--- src/rtl/bsac_pkg.sv ---
// constants and types shared by the burst sram access control block
// Functional notes
// - idle is default, no acknowledge asserted
// - preempted instruction burst passes idle one cycle
// - instruction select needs request, space, block select zero
// - data select needs request, space, top bit one
// - enter instruction state when selected, data idle
// - data select exits instruction state immediately
// - foreign instruction request exits instruction state
// - enter data state when selected, instruction idle
// - instruction select without late burst ends data
// - foreign data request exits data state
// - load captures counter and upper register
// - load blocked by the opposite access state
// - load blocked after matching delayed load
// - load is combinational in first cycle
// - delayed instruction load flag, registered
// - delayed data load flag, registered
// - count needs late burst and matching state
// - no counting after invalid bus cycle
// - one cycle delayed acknowledge copies kept
// - instruction ready from delayed load or burst
// - instruction ready blocked after invalid bus
// - data ready mirrors instruction ready
// - burst requests and bus invalid registered first
// - write strobe from ready, write, clock low
// - low address counts, high address registered
package bsac_pkg;

  // word address fields taken from the processor address
  localparam int ADDR_LO_POS = 2;
  localparam int ADDR_LO_W = 8;
  localparam int ADDR_HI_POS = 10;
  localparam int ADDR_HI_W = 8;
  localparam int ADDR_SEL_POS = 29;
  localparam int ADDR_SEL_W = 3;

  // block address seen on each bus
  localparam logic [2:0] INSTR_BLOCK_SEL = 3'h0;
  localparam logic [2:0] DATA_BLOCK_SEL = 3'h4;

  // request type codes for instruction/data space
  localparam logic INSTR_TYPE_ID_SPACE = 1'h0;
  localparam logic [1:0] DATA_TYPE_ID_SPACE = 2'h0;

  // read/write line level meaning read
  localparam logic RW_READ = 1'h1;

  // reset values of the delayed flags
  localparam logic FLAG_RESET = 1'h0;

  // interface state machine
  typedef enum logic [1:0] {
    ST_IDLE,
    ST_INSTR,
    ST_DATA
  } bsac_state_type;

  // late copies of bus signals, one cycle old
  typedef struct packed {
    logic instr_burst_request_q;
    logic data_burst_request_q;
    logic bus_invalid_q;
  } bsac_late_type;

  // one cycle delayed acknowledges
  typedef struct packed {
    logic instr_ack_delayed;
    logic data_ack_delayed;
  } bsac_ack_type;

endpackage

--- src/rtl/bsac_late_capture.sv ---
// registers the late bus signals and the acknowledge copies
`timescale 1ns/1ps
module bsac_late_capture (
  input wire logic i_clk,
  input wire logic i_rst_b,
  input wire logic i_instr_burst_request,
  input wire logic i_data_burst_request,
  input wire logic i_bus_invalid,
  input wire logic i_instr_burst_ack,
  input wire logic i_data_burst_ack,
  output bsac_pkg::bsac_late_type o_late,
  output bsac_pkg::bsac_ack_type o_ack
);

  // burst requests arrive too late for logic, so only copies are used
  always_ff @(posedge i_clk or negedge i_rst_b) begin
    if (!i_rst_b) begin
      o_late <= '0;
    end else begin
      o_late.instr_burst_request_q <= i_instr_burst_request;
      o_late.data_burst_request_q <= i_data_burst_request;
      o_late.bus_invalid_q <= i_bus_invalid;
    end
  end

  // acknowledge copies feed the ready terms
  always_ff @(posedge i_clk or negedge i_rst_b) begin
    if (!i_rst_b) begin
      o_ack <= '0;
    end else begin
      o_ack.instr_ack_delayed <= i_instr_burst_ack;
      o_ack.data_ack_delayed <= i_data_burst_ack;
    end
  end

endmodule

--- src/rtl/bsac_addr_counter.sv ---
// loadable low address counter with registered upper address
`timescale 1ns/1ps
module bsac_addr_counter #(
  parameter int LO_W = 8,
  parameter int HI_W = 8
) (
  input wire logic i_clk,
  input wire logic i_rst_b,
  input wire logic i_load,
  input wire logic i_count,
  input wire logic [LO_W-1:0] i_addr_lo,
  input wire logic [HI_W-1:0] i_addr_hi,
  output logic [LO_W+HI_W-1:0] o_addr
);

  logic [LO_W-1:0] lo_q; // counting part
  logic [HI_W-1:0] hi_q; // held part, processor reloads at block edges

  // low part: load wins over count, wraps at its width
  always_ff @(posedge i_clk or negedge i_rst_b) begin
    if (!i_rst_b) begin
      lo_q <= '0;
    end else if (i_load) begin
      lo_q <= i_addr_lo;
    end else if (i_count) begin
      lo_q <= LO_W'(lo_q + 1'b1);
    end
  end

  // upper part is never counted
  always_ff @(posedge i_clk or negedge i_rst_b) begin
    if (!i_rst_b) begin
      hi_q <= '0;
    end else if (i_load) begin
      hi_q <= i_addr_hi;
    end
  end

  assign o_addr = {hi_q, lo_q};

endmodule

--- src/rtl/bsac_burst_sram_ctrl.sv ---
// burst sram access control: select decode, state machine, load, count, ready
`timescale 1ns/1ps
module bsac_burst_sram_ctrl #(
  parameter int LO_W = bsac_pkg::ADDR_LO_W,
  parameter int HI_W = bsac_pkg::ADDR_HI_W
) (
  input wire logic i_clk,
  input wire logic i_rst_b,
  input wire logic [31:0] i_addr,
  input wire logic i_instr_request,
  input wire logic i_instr_request_type,
  input wire logic i_data_request,
  input wire logic i_data_request_type_lo,
  input wire logic i_data_request_type_hi,
  input wire logic i_instr_burst_request,
  input wire logic i_data_burst_request,
  input wire logic i_bus_invalid,
  input wire logic i_test_takeover,
  input wire logic i_read_write,
  output logic o_instr_burst_ack,
  output logic o_data_burst_ack,
  output logic o_instr_ready,
  output logic o_data_ready,
  output logic o_data_oe,
  output logic o_mem_we_b,
  output logic [LO_W+HI_W-1:0] o_mem_addr
);

  // state and delayed flags
  bsac_pkg::bsac_state_type state_q; // interface state
  bsac_pkg::bsac_state_type state_d; // next state
  logic instr_load_delayed_q; // load for own instruction fetch
  logic data_load_delayed_q; // load for own data access

  // late copies from the capture block
  bsac_pkg::bsac_late_type late; // requests and invalid, one cycle old
  bsac_pkg::bsac_ack_type ack_dly; // acknowledges, one cycle old

  // combinational terms
  logic instr_access_state; // instruction burst active or suspended
  logic data_access_state; // data burst active or suspended
  logic instr_select; // valid instruction request to this block
  logic data_select; // valid data request to this block
  logic instr_exit_term; // leave instruction state
  logic data_exit_term; // leave data state
  logic addr_load; // load address on next edge
  logic addr_increment; // count address on next edge
  logic instr_ready; // instruction data valid
  logic data_ready; // data valid or written
  logic write_term; // write cycle completing this cycle

  // block select field of the address
  logic [bsac_pkg::ADDR_SEL_W-1:0] addr_sel;
  assign addr_sel = i_addr[bsac_pkg::ADDR_SEL_POS +: bsac_pkg::ADDR_SEL_W];

  // state decode
  assign instr_access_state = (state_q == bsac_pkg::ST_INSTR);
  assign data_access_state = (state_q == bsac_pkg::ST_DATA);

  // the acknowledge pins are decoded straight from the state register
  assign o_instr_burst_ack = instr_access_state;
  assign o_data_burst_ack = data_access_state;

  // instruction select: space check and test takeover both gate it
  always_comb begin
    instr_select = i_instr_request
      && (i_instr_request_type == bsac_pkg::INSTR_TYPE_ID_SPACE)
      && !i_test_takeover
      && (addr_sel == bsac_pkg::INSTR_BLOCK_SEL);
  end

  // data select: data window sits at a different base than fetches
  always_comb begin
    data_select = i_data_request
      && ({i_data_request_type_hi, i_data_request_type_lo}
          == bsac_pkg::DATA_TYPE_ID_SPACE)
      && !i_test_takeover
      && (addr_sel == bsac_pkg::DATA_BLOCK_SEL);
  end

  // exit terms
  always_comb begin
    // data wins over an instruction fetch in progress
    instr_exit_term = data_select
      || (i_instr_request && !instr_select);
    // fetch waits until the data burst stops requesting
    data_exit_term = (instr_select && !late.data_burst_request_q)
      || (i_data_request && !data_select);
  end

  // next state
  always_comb begin
    state_d = state_q;
    unique case (state_q)
      bsac_pkg::ST_IDLE: begin
        // both selected at once: data goes first, as it would preempt anyway
        if (data_select) begin
          state_d = bsac_pkg::ST_DATA;
        end else if (instr_select) begin
          state_d = bsac_pkg::ST_INSTR;
        end
      end
      bsac_pkg::ST_INSTR: begin
        // preemption goes to idle, never straight to data
        if (instr_exit_term) begin
          state_d = bsac_pkg::ST_IDLE;
        end
      end
      bsac_pkg::ST_DATA: begin
        // held until a data exit condition
        if (data_exit_term) begin
          state_d = bsac_pkg::ST_IDLE;
        end
      end
      default: begin
        // two-bit code has one illegal value
        state_d = bsac_pkg::ST_IDLE;
      end
    endcase
  end

  // state register
  always_ff @(posedge i_clk or negedge i_rst_b) begin
    if (!i_rst_b) begin
      state_q <= bsac_pkg::ST_IDLE;
    end else begin
      state_q <= state_d;
    end
  end

  // load: combinational so it acts in the request's first cycle
  always_comb begin
    addr_load = (!data_access_state && i_instr_request
                 && !instr_load_delayed_q)
      || (!instr_access_state && i_data_request
          && !data_load_delayed_q);
  end

  // delayed instruction load marks the ready cycle of a new fetch
  always_ff @(posedge i_clk or negedge i_rst_b) begin
    if (!i_rst_b) begin
      instr_load_delayed_q <= bsac_pkg::FLAG_RESET;
    end else begin
      instr_load_delayed_q <= !data_access_state && instr_select
        && addr_load;
    end
  end

  // delayed data load, mirror of the instruction flag
  always_ff @(posedge i_clk or negedge i_rst_b) begin
    if (!i_rst_b) begin
      data_load_delayed_q <= bsac_pkg::FLAG_RESET;
    end else begin
      data_load_delayed_q <= !instr_access_state && data_select
        && addr_load;
    end
  end

  // count: burst requests are meaningless after an invalid bus cycle
  always_comb begin
    addr_increment = !late.bus_invalid_q
      && ((late.instr_burst_request_q && instr_access_state)
          || (late.data_burst_request_q && data_access_state));
  end

  // ready terms; the ack copy stops a stale burst request after preemption
  always_comb begin
    instr_ready = !late.bus_invalid_q
      && (instr_load_delayed_q
          || (late.instr_burst_request_q
              && ack_dly.instr_ack_delayed));
    data_ready = !late.bus_invalid_q
      && (data_load_delayed_q
          || (late.data_burst_request_q
              && ack_dly.data_ack_delayed));
  end

  // ready must be combinational: the registered burst request
  // only exists in the cycle where ready is due
  assign o_instr_ready = instr_ready;
  assign o_data_ready = data_ready;

  // read buffer enable only on read cycles
  assign o_data_oe = data_ready && (i_read_write == bsac_pkg::RW_READ);

  // write strobe: active low, only in the low half of the clock,
  // so it releases right at the rising edge and gives one pulse per write
  assign write_term = data_ready && (i_read_write != bsac_pkg::RW_READ);
  assign o_mem_we_b = !(write_term && !i_clk);

  // late signal and ack copy registers
  bsac_late_capture u_late (
    .i_clk(i_clk),
    .i_rst_b(i_rst_b),
    .i_instr_burst_request(i_instr_burst_request),
    .i_data_burst_request(i_data_burst_request),
    .i_bus_invalid(i_bus_invalid),
    .i_instr_burst_ack(instr_access_state),
    .i_data_burst_ack(data_access_state),
    .o_late(late),
    .o_ack(ack_dly)
  );

  // memory word address
  bsac_addr_counter #(
    .LO_W(LO_W),
    .HI_W(HI_W)
  ) u_addr (
    .i_clk(i_clk),
    .i_rst_b(i_rst_b),
    .i_load(addr_load),
    .i_count(addr_increment),
    .i_addr_lo(i_addr[bsac_pkg::ADDR_LO_POS +: LO_W]),
    .i_addr_hi(i_addr[bsac_pkg::ADDR_HI_POS +: HI_W]),
    .o_addr(o_mem_addr)
  );
endmodule

--- config.mk ---
export PLATFORM = sky130hd
export DESIGN_NAME = bsac_burst_sram_ctrl
export DESIGN_NICKNAME = d
export VERILOG_FILES = /design/src/rtl/bsac_pkg.sv /design/src/rtl/bsac_late_capture.sv /design/src/rtl/bsac_addr_counter.sv /design/src/rtl/bsac_burst_sram_ctrl.sv
export SDC_FILE = /design/constraint.sdc
export NUM_CORES = 1
export LEC_CHECK = 0
export BUFFER_PORTS_ARGS = -buffer_cell sky130_fd_sc_hd__buf_2
export CORE_AREA = 2 2 73 75
export DETAILED_ROUTE_END_ITERATION = 10
export DIE_AREA = 0 0 75 77
export GPL_TIMING_DRIVEN = 0
export SLEW_MARGIN = 20
export SYNTH_ARGS = -nofsm -noshare
export SYNTH_HDL_FRONTEND = slang
export SYNTH_SLANG_ARGS = --single-unit
--- constraint.sdc ---
create_clock -name i_clk -period 1.7 [get_ports i_clk]
set_input_delay 0.085 -clock i_clk [delete_from_list [all_inputs] [get_ports i_clk]]
set_output_delay 0.085 -clock i_clk [all_outputs]
set_load 0.02 [all_outputs]
Word level (Yosys, flattened, before mapping) --
Index checks and enable logic that the tools add are counted.
Word-level totals: bits of input ports 44, output and inout port bits 22, logic and storage cells 75, bits in registers 25
Operators by class: mux-type cells 7, bitwise operators 2, add/sub/neg operators 1, equal/unequal tests 6, reduce and logical (&&, ||, !) cells 49
Operators with widths (count):
- 1-bit logical AND | 27
- 8-bit 2-to-1 mux | 2
- 1-bit zero test | 11
- 8-bit by 1-bit adder with 8-bit output (second input constant) | 1
- 2-bit 2-to-1 mux | 4
- 1-bit logical OR | 6
- 2-bit one-hot mux with 3 select lines | 1
- 2-bit zero test | 2
- 2-bit by 1-bit inequality test with 1-bit output (second input constant) | 2
- 3-bit equality test (second input constant) | 1
- 3-bit zero test | 1
- 3-bit inequality test (second input constant) | 1
- 3-bit AND reduction | 1
- 2-bit by 1-bit equality test with 1-bit output (second input constant) | 1
- 2-bit equality test (second input constant) | 1
- 1-bit inverter | 2
- 2-bit nonzero test | 1

Longest topological paths before layout --
depth after elaboration 9, mapped depth 6

By module --
From an unflattened synthesis, not the netlist that was laid out.
Unflattened totals: cells, all modules 103, area, all modules 1176.1 sq um
By module, submodules not included:
- bsac_addr_counter | cells an instance 66, instances 1, area each 760.7 sq um
- bsac_burst_sram_ctrl | cells an instance 32, instances 1, area each 290.3 sq um
- bsac_late_capture | cells an instance 5, instances 1, area each 125.1 sq um

==> run summary <==
The flow ran to the end, but the final reports show violations. The checks that failed: setup timing. The tools report the worst flop-to-flop path startpoint as state_q[1]$_DFFE_PN0P_. For the pin with the worst max-slew slack, the measured transition is 580 ps. The starting density of the core was 0.241; the number of global-route vias before repair was 1119.

The count of mapped cells out of synthesis is 101. The logs give 0 for the overall overflow remaining after global route and 3130 um for the total wire length. Compared with the post-synthesis result, the final layout area differs by 64.0%. The number of I/O port buffers works out to 52.

After detailed routing, the number of vias per cell comes to 4.22. Measured in cells, the most critical reg-to-reg path has a length of 5. The post-detailed-placement cell area is 0.00156 mm^2. TritonCTS built the clock tree.

For this design the ratio of total power to cell area is 771 mW/mm^2. The tightest slew margin relative to the limit was 0.608; the clock skew after layout was 4.54 ps. The tools report the worst setup path startpoint as state_q[1]$_DFFE_PN0P_. The worst register-to-register path ends at u_addr.lo_q[0]$_DFFE_PN0P_. The worst hold-check path type was in2reg. The logs give 0.119 for the aggregate global-route resource usage and 0.395 for the core utilization of the finished layout. The final estimated routing congestion in global placement is 0.767, and the total internal power is 1.11 mW. Setup repair after global routing could not meet its margin everywhere. Derived from the worst setup path, the maximum achievable clock frequency is 588 MHz. Across the VDD grid, the largest voltage drop is 445 uV. STA classifies the critical path endpoint as a flip-flop. The setup TNS came out at -4.66 ps.

The logs give 0 for the final-report hold violation count and 0.359 for the portion of total power attributed to the clock network. The clock reaches the later pin of the worst-skew pair after 370 ps. The run gives 407 uW as the reported net switching power.

The critical path ends at u_addr.lo_q[0]$_DFFE_PN0P_. The tools report the relative contribution of combinational cells to total power as 0.198. The detailed router finished its first iteration with 25 violations. The final-report max-slew violation count is 0. The worst setup path is launched from a flip-flop. Before antenna repair, the detailed router went through 4 iterations. The die is 77 um tall. The logs give 0 for the post-route DRC violation count and 0 for the number of warnings printed during yosys synthesis. The initial antenna violation count came out at 0. Clock-pin slew reported for the worst setup and hold paths after clock tree synthesis: 90 ps. The critical path in this run is classified as reg2reg. The floorplan has 26 rows.

The switching part of the total came out at 0.268. Total number of nets in the final design: 236. The total instance count after detailed placement came out at 223.

In this run the horizontal extent of the chip is 75 um. The synthesized flop and latch total is 25, and the static leakage is 0.939 nW. In this run the standard cell core region covers 0.00498 mm^2. The maximum fanout along the worst path works out to 6. The tools report the netlist area before placement as 0.00120 mm^2. The final critical-path share of the clock period came out at 1.00. In this run the number of cells on the critical path is 5. The final cell count without fillers was 260. The signal on the critical path passes through nor2b_4, o32a_4, or2_1, buf_6, mux2_4. Detailed placement finished with a half-perimeter wire length of 2100 um.

The post-detailed-route count of antenna-violating nets is 0. The run gives -1.97 ps as the worst-case setup margin in the final layout. The first global-routing pass estimated 5120 um of wire.

Average detailed-routed wire length per instance: 12.0 um. In this design, the stage delay of the slowest critical-path cell is 440 ps. The post-route cell area came out at 0.00197 mm^2. The share of post-route cells with drive strength above 1 came out at 0.516.

The max-capacitance violation count was 0. The number of buffer and inverter stages on the critical path came out at 1. The routed design could run at a clock period as short as 1700 ps. The total setup violations reported at the end of the flow is 3, and the net count after synthesis is 146. The logs give 66 for the I/O pin count and 32 for the number of distinct standard cells referenced by the synthesized netlist. The slack of the worst reg-to-reg path was -2 ps; the layout filler cell count was 500. The cell with the largest stage delay on the worst path is sky130_fd_sc_hd__dfrtp_2. The cell family contributing the most delay on the critical path is flip-flops. The total die area was 0.00578 mm^2; the data arrival at the endpoint of the critical path was 1970 ps.

The average size of a mapped cell was 11.9 um^2; the pin count of the biggest net entering global routing was 26. The portion of the post-synthesis area used by sequential elements was 0.521. Data on the critical path is required at its endpoint by 1960 ps. The sequential fraction of design power is 0.443. 0 antenna diodes ended up in the layout.

The final route contains 1096 vias.
[metal layers]
metal | share of wire | global-route usage
met2 | 0.51 | 0.192
met1 | 0.44 | 0.141
met5 | 0 | 0
met3 | 0.045 | 0.0447
met4 | 0.012 | 0.0464
[metrics by stage]
stage	power, mW	setup slack, ps	hold WS, ps
after global routing	1.60	-64.8	13.0
after floorplan	0.825	-11.2	-211
after detailed placement	0.934	-225	124
final	1.52	-1.97	22.6
after global placement	0.930	-199	124
after CTS	1.53	-20.8	9.00
[registers in the layout (all words and copies together) (netlist names)]
signal / cells
u_addr.hi_q: 8
state_q: 2
u_late.o_ack: 2
u_late.o_late: 3
data_load_delayed_q: 1
instr_load_delayed_q: 1
u_addr.lo_q: 8
[cell families (layout without fill, tap and decap cells)]
family	count (synthesis)	in the layout	synth area share
compound gates	17	17	0.106
xor+xnor	6	6	0.0438
fa+ha+maj	1	1	0.0104
buf+inv	4	93	0.0188
flops	25	25	0.521
mux	12	12	0.122
simple gates	36	36	0.177
[cells in the mapped netlist, drive strengths merged]
cell type	number	area share
a211oi	2	0.013
a21oi	8	0.033
a31oi	1	0.0052
and2	2	0.010
and3	1	0.0052
and4	1	0.0073
and4bb	2	0.021
buf	1	0.0094
dfrtp	25	0.52
ha	1	0.010
inv	3	0.0094
mux2	12	0.12
nand2	5	0.016
nand2b	1	0.0052
nand3	2	0.0083
nand3b	2	0.013
nor2	6	0.021
nor2b	1	0.0052
nor3	8	0.033
nor3b	1	0.0063
nor4b	1	0.0073
o2111ai	1	0.0073
o211a	2	0.017
o21a	1	0.0063
o31ai	1	0.0063
o32a	1	0.019
or2	1	0.0052
or2b	1	0.0073
or4	1	0.0063
xnor2	6	0.044
[worst min-delay path, delay by kind of cell]
family        cells  cell delay, ps
simple gates      2             180
buf+inv           1             100
[area by class of cell]
cell class                      count  area, um^2  area share
Timing Repair Buffer               81         543       0.276
Buffer                              1        11.3     0.00572
Clock buffer                        7        87.6      0.0445
Clock inverter                      1        5.00     0.00254
Inverter                            3        11.3     0.00572
Tap cell                           70        87.6      0.0445
Multi-Input combinational cell     72         594       0.302
Sequential cell                    25         628       0.319
[worst min path at each step]
stage,startpoint,endpoint,cells past startpoint,slack [ps]
after CTS,i_instr_request,instr_load_delayed_q$_DFF_PN0_,3,9
after floorplan,i_rst_b,data_load_delayed_q$_DFF_PN0_,0,-210
after global routing,i_instr_request,instr_load_delayed_q$_DFF_PN0_,3,10
after detailed placement,i_rst_b,u_addr.lo_q[2]$_DFFE_PN0P_,1,120
after global placement,i_rst_b,u_addr.lo_q[2]$_DFFE_PN0P_,1,120
final,i_instr_request,instr_load_delayed_q$_DFF_PN0_,3,20
[power by group through the flow]
stage | combinational [mW] | clock [mW] | sequential [mW]
after global placement | 0.242 | 0.00544 | 0.683
after CTS | 0.296 | 0.563 | 0.672
final | 0.300 | 0.545 | 0.671
after floorplan | 0.0965 | 0.00536 | 0.724
after detailed placement | 0.245 | 0.00544 | 0.684
after global routing | 0.328 | 0.596 | 0.680
[layout by cell type (no fill, tap or decap), types with 3 or more instances in the layout]
cell / n
sky130_fd_sc_hd__a21oi_1: 4
sky130_fd_sc_hd__a21oi_2: 4
sky130_fd_sc_hd__buf_2: 52
sky130_fd_sc_hd__buf_4: 9
sky130_fd_sc_hd__clkbuf_8: 6
sky130_fd_sc_hd__dfrtp_1: 23
sky130_fd_sc_hd__dlygate4sd3_1: 20
sky130_fd_sc_hd__mux2_2: 9
sky130_fd_sc_hd__mux2_4: 3
sky130_fd_sc_hd__nand2_1: 5
sky130_fd_sc_hd__nor2_1: 4
sky130_fd_sc_hd__nor3_1: 7
sky130_fd_sc_hd__xnor2_1: 6
[what timing repair did]
item                                   4_1_cts  5_1_grt
pin swaps                                    3        2
setup endpoints to repair                   12        9
setup buffers                                7        3
endpoints found under the hold margin       44        0
resized for setup                            4        5
hold buffers                                20        0
Power figures use the tool's default switching activity.
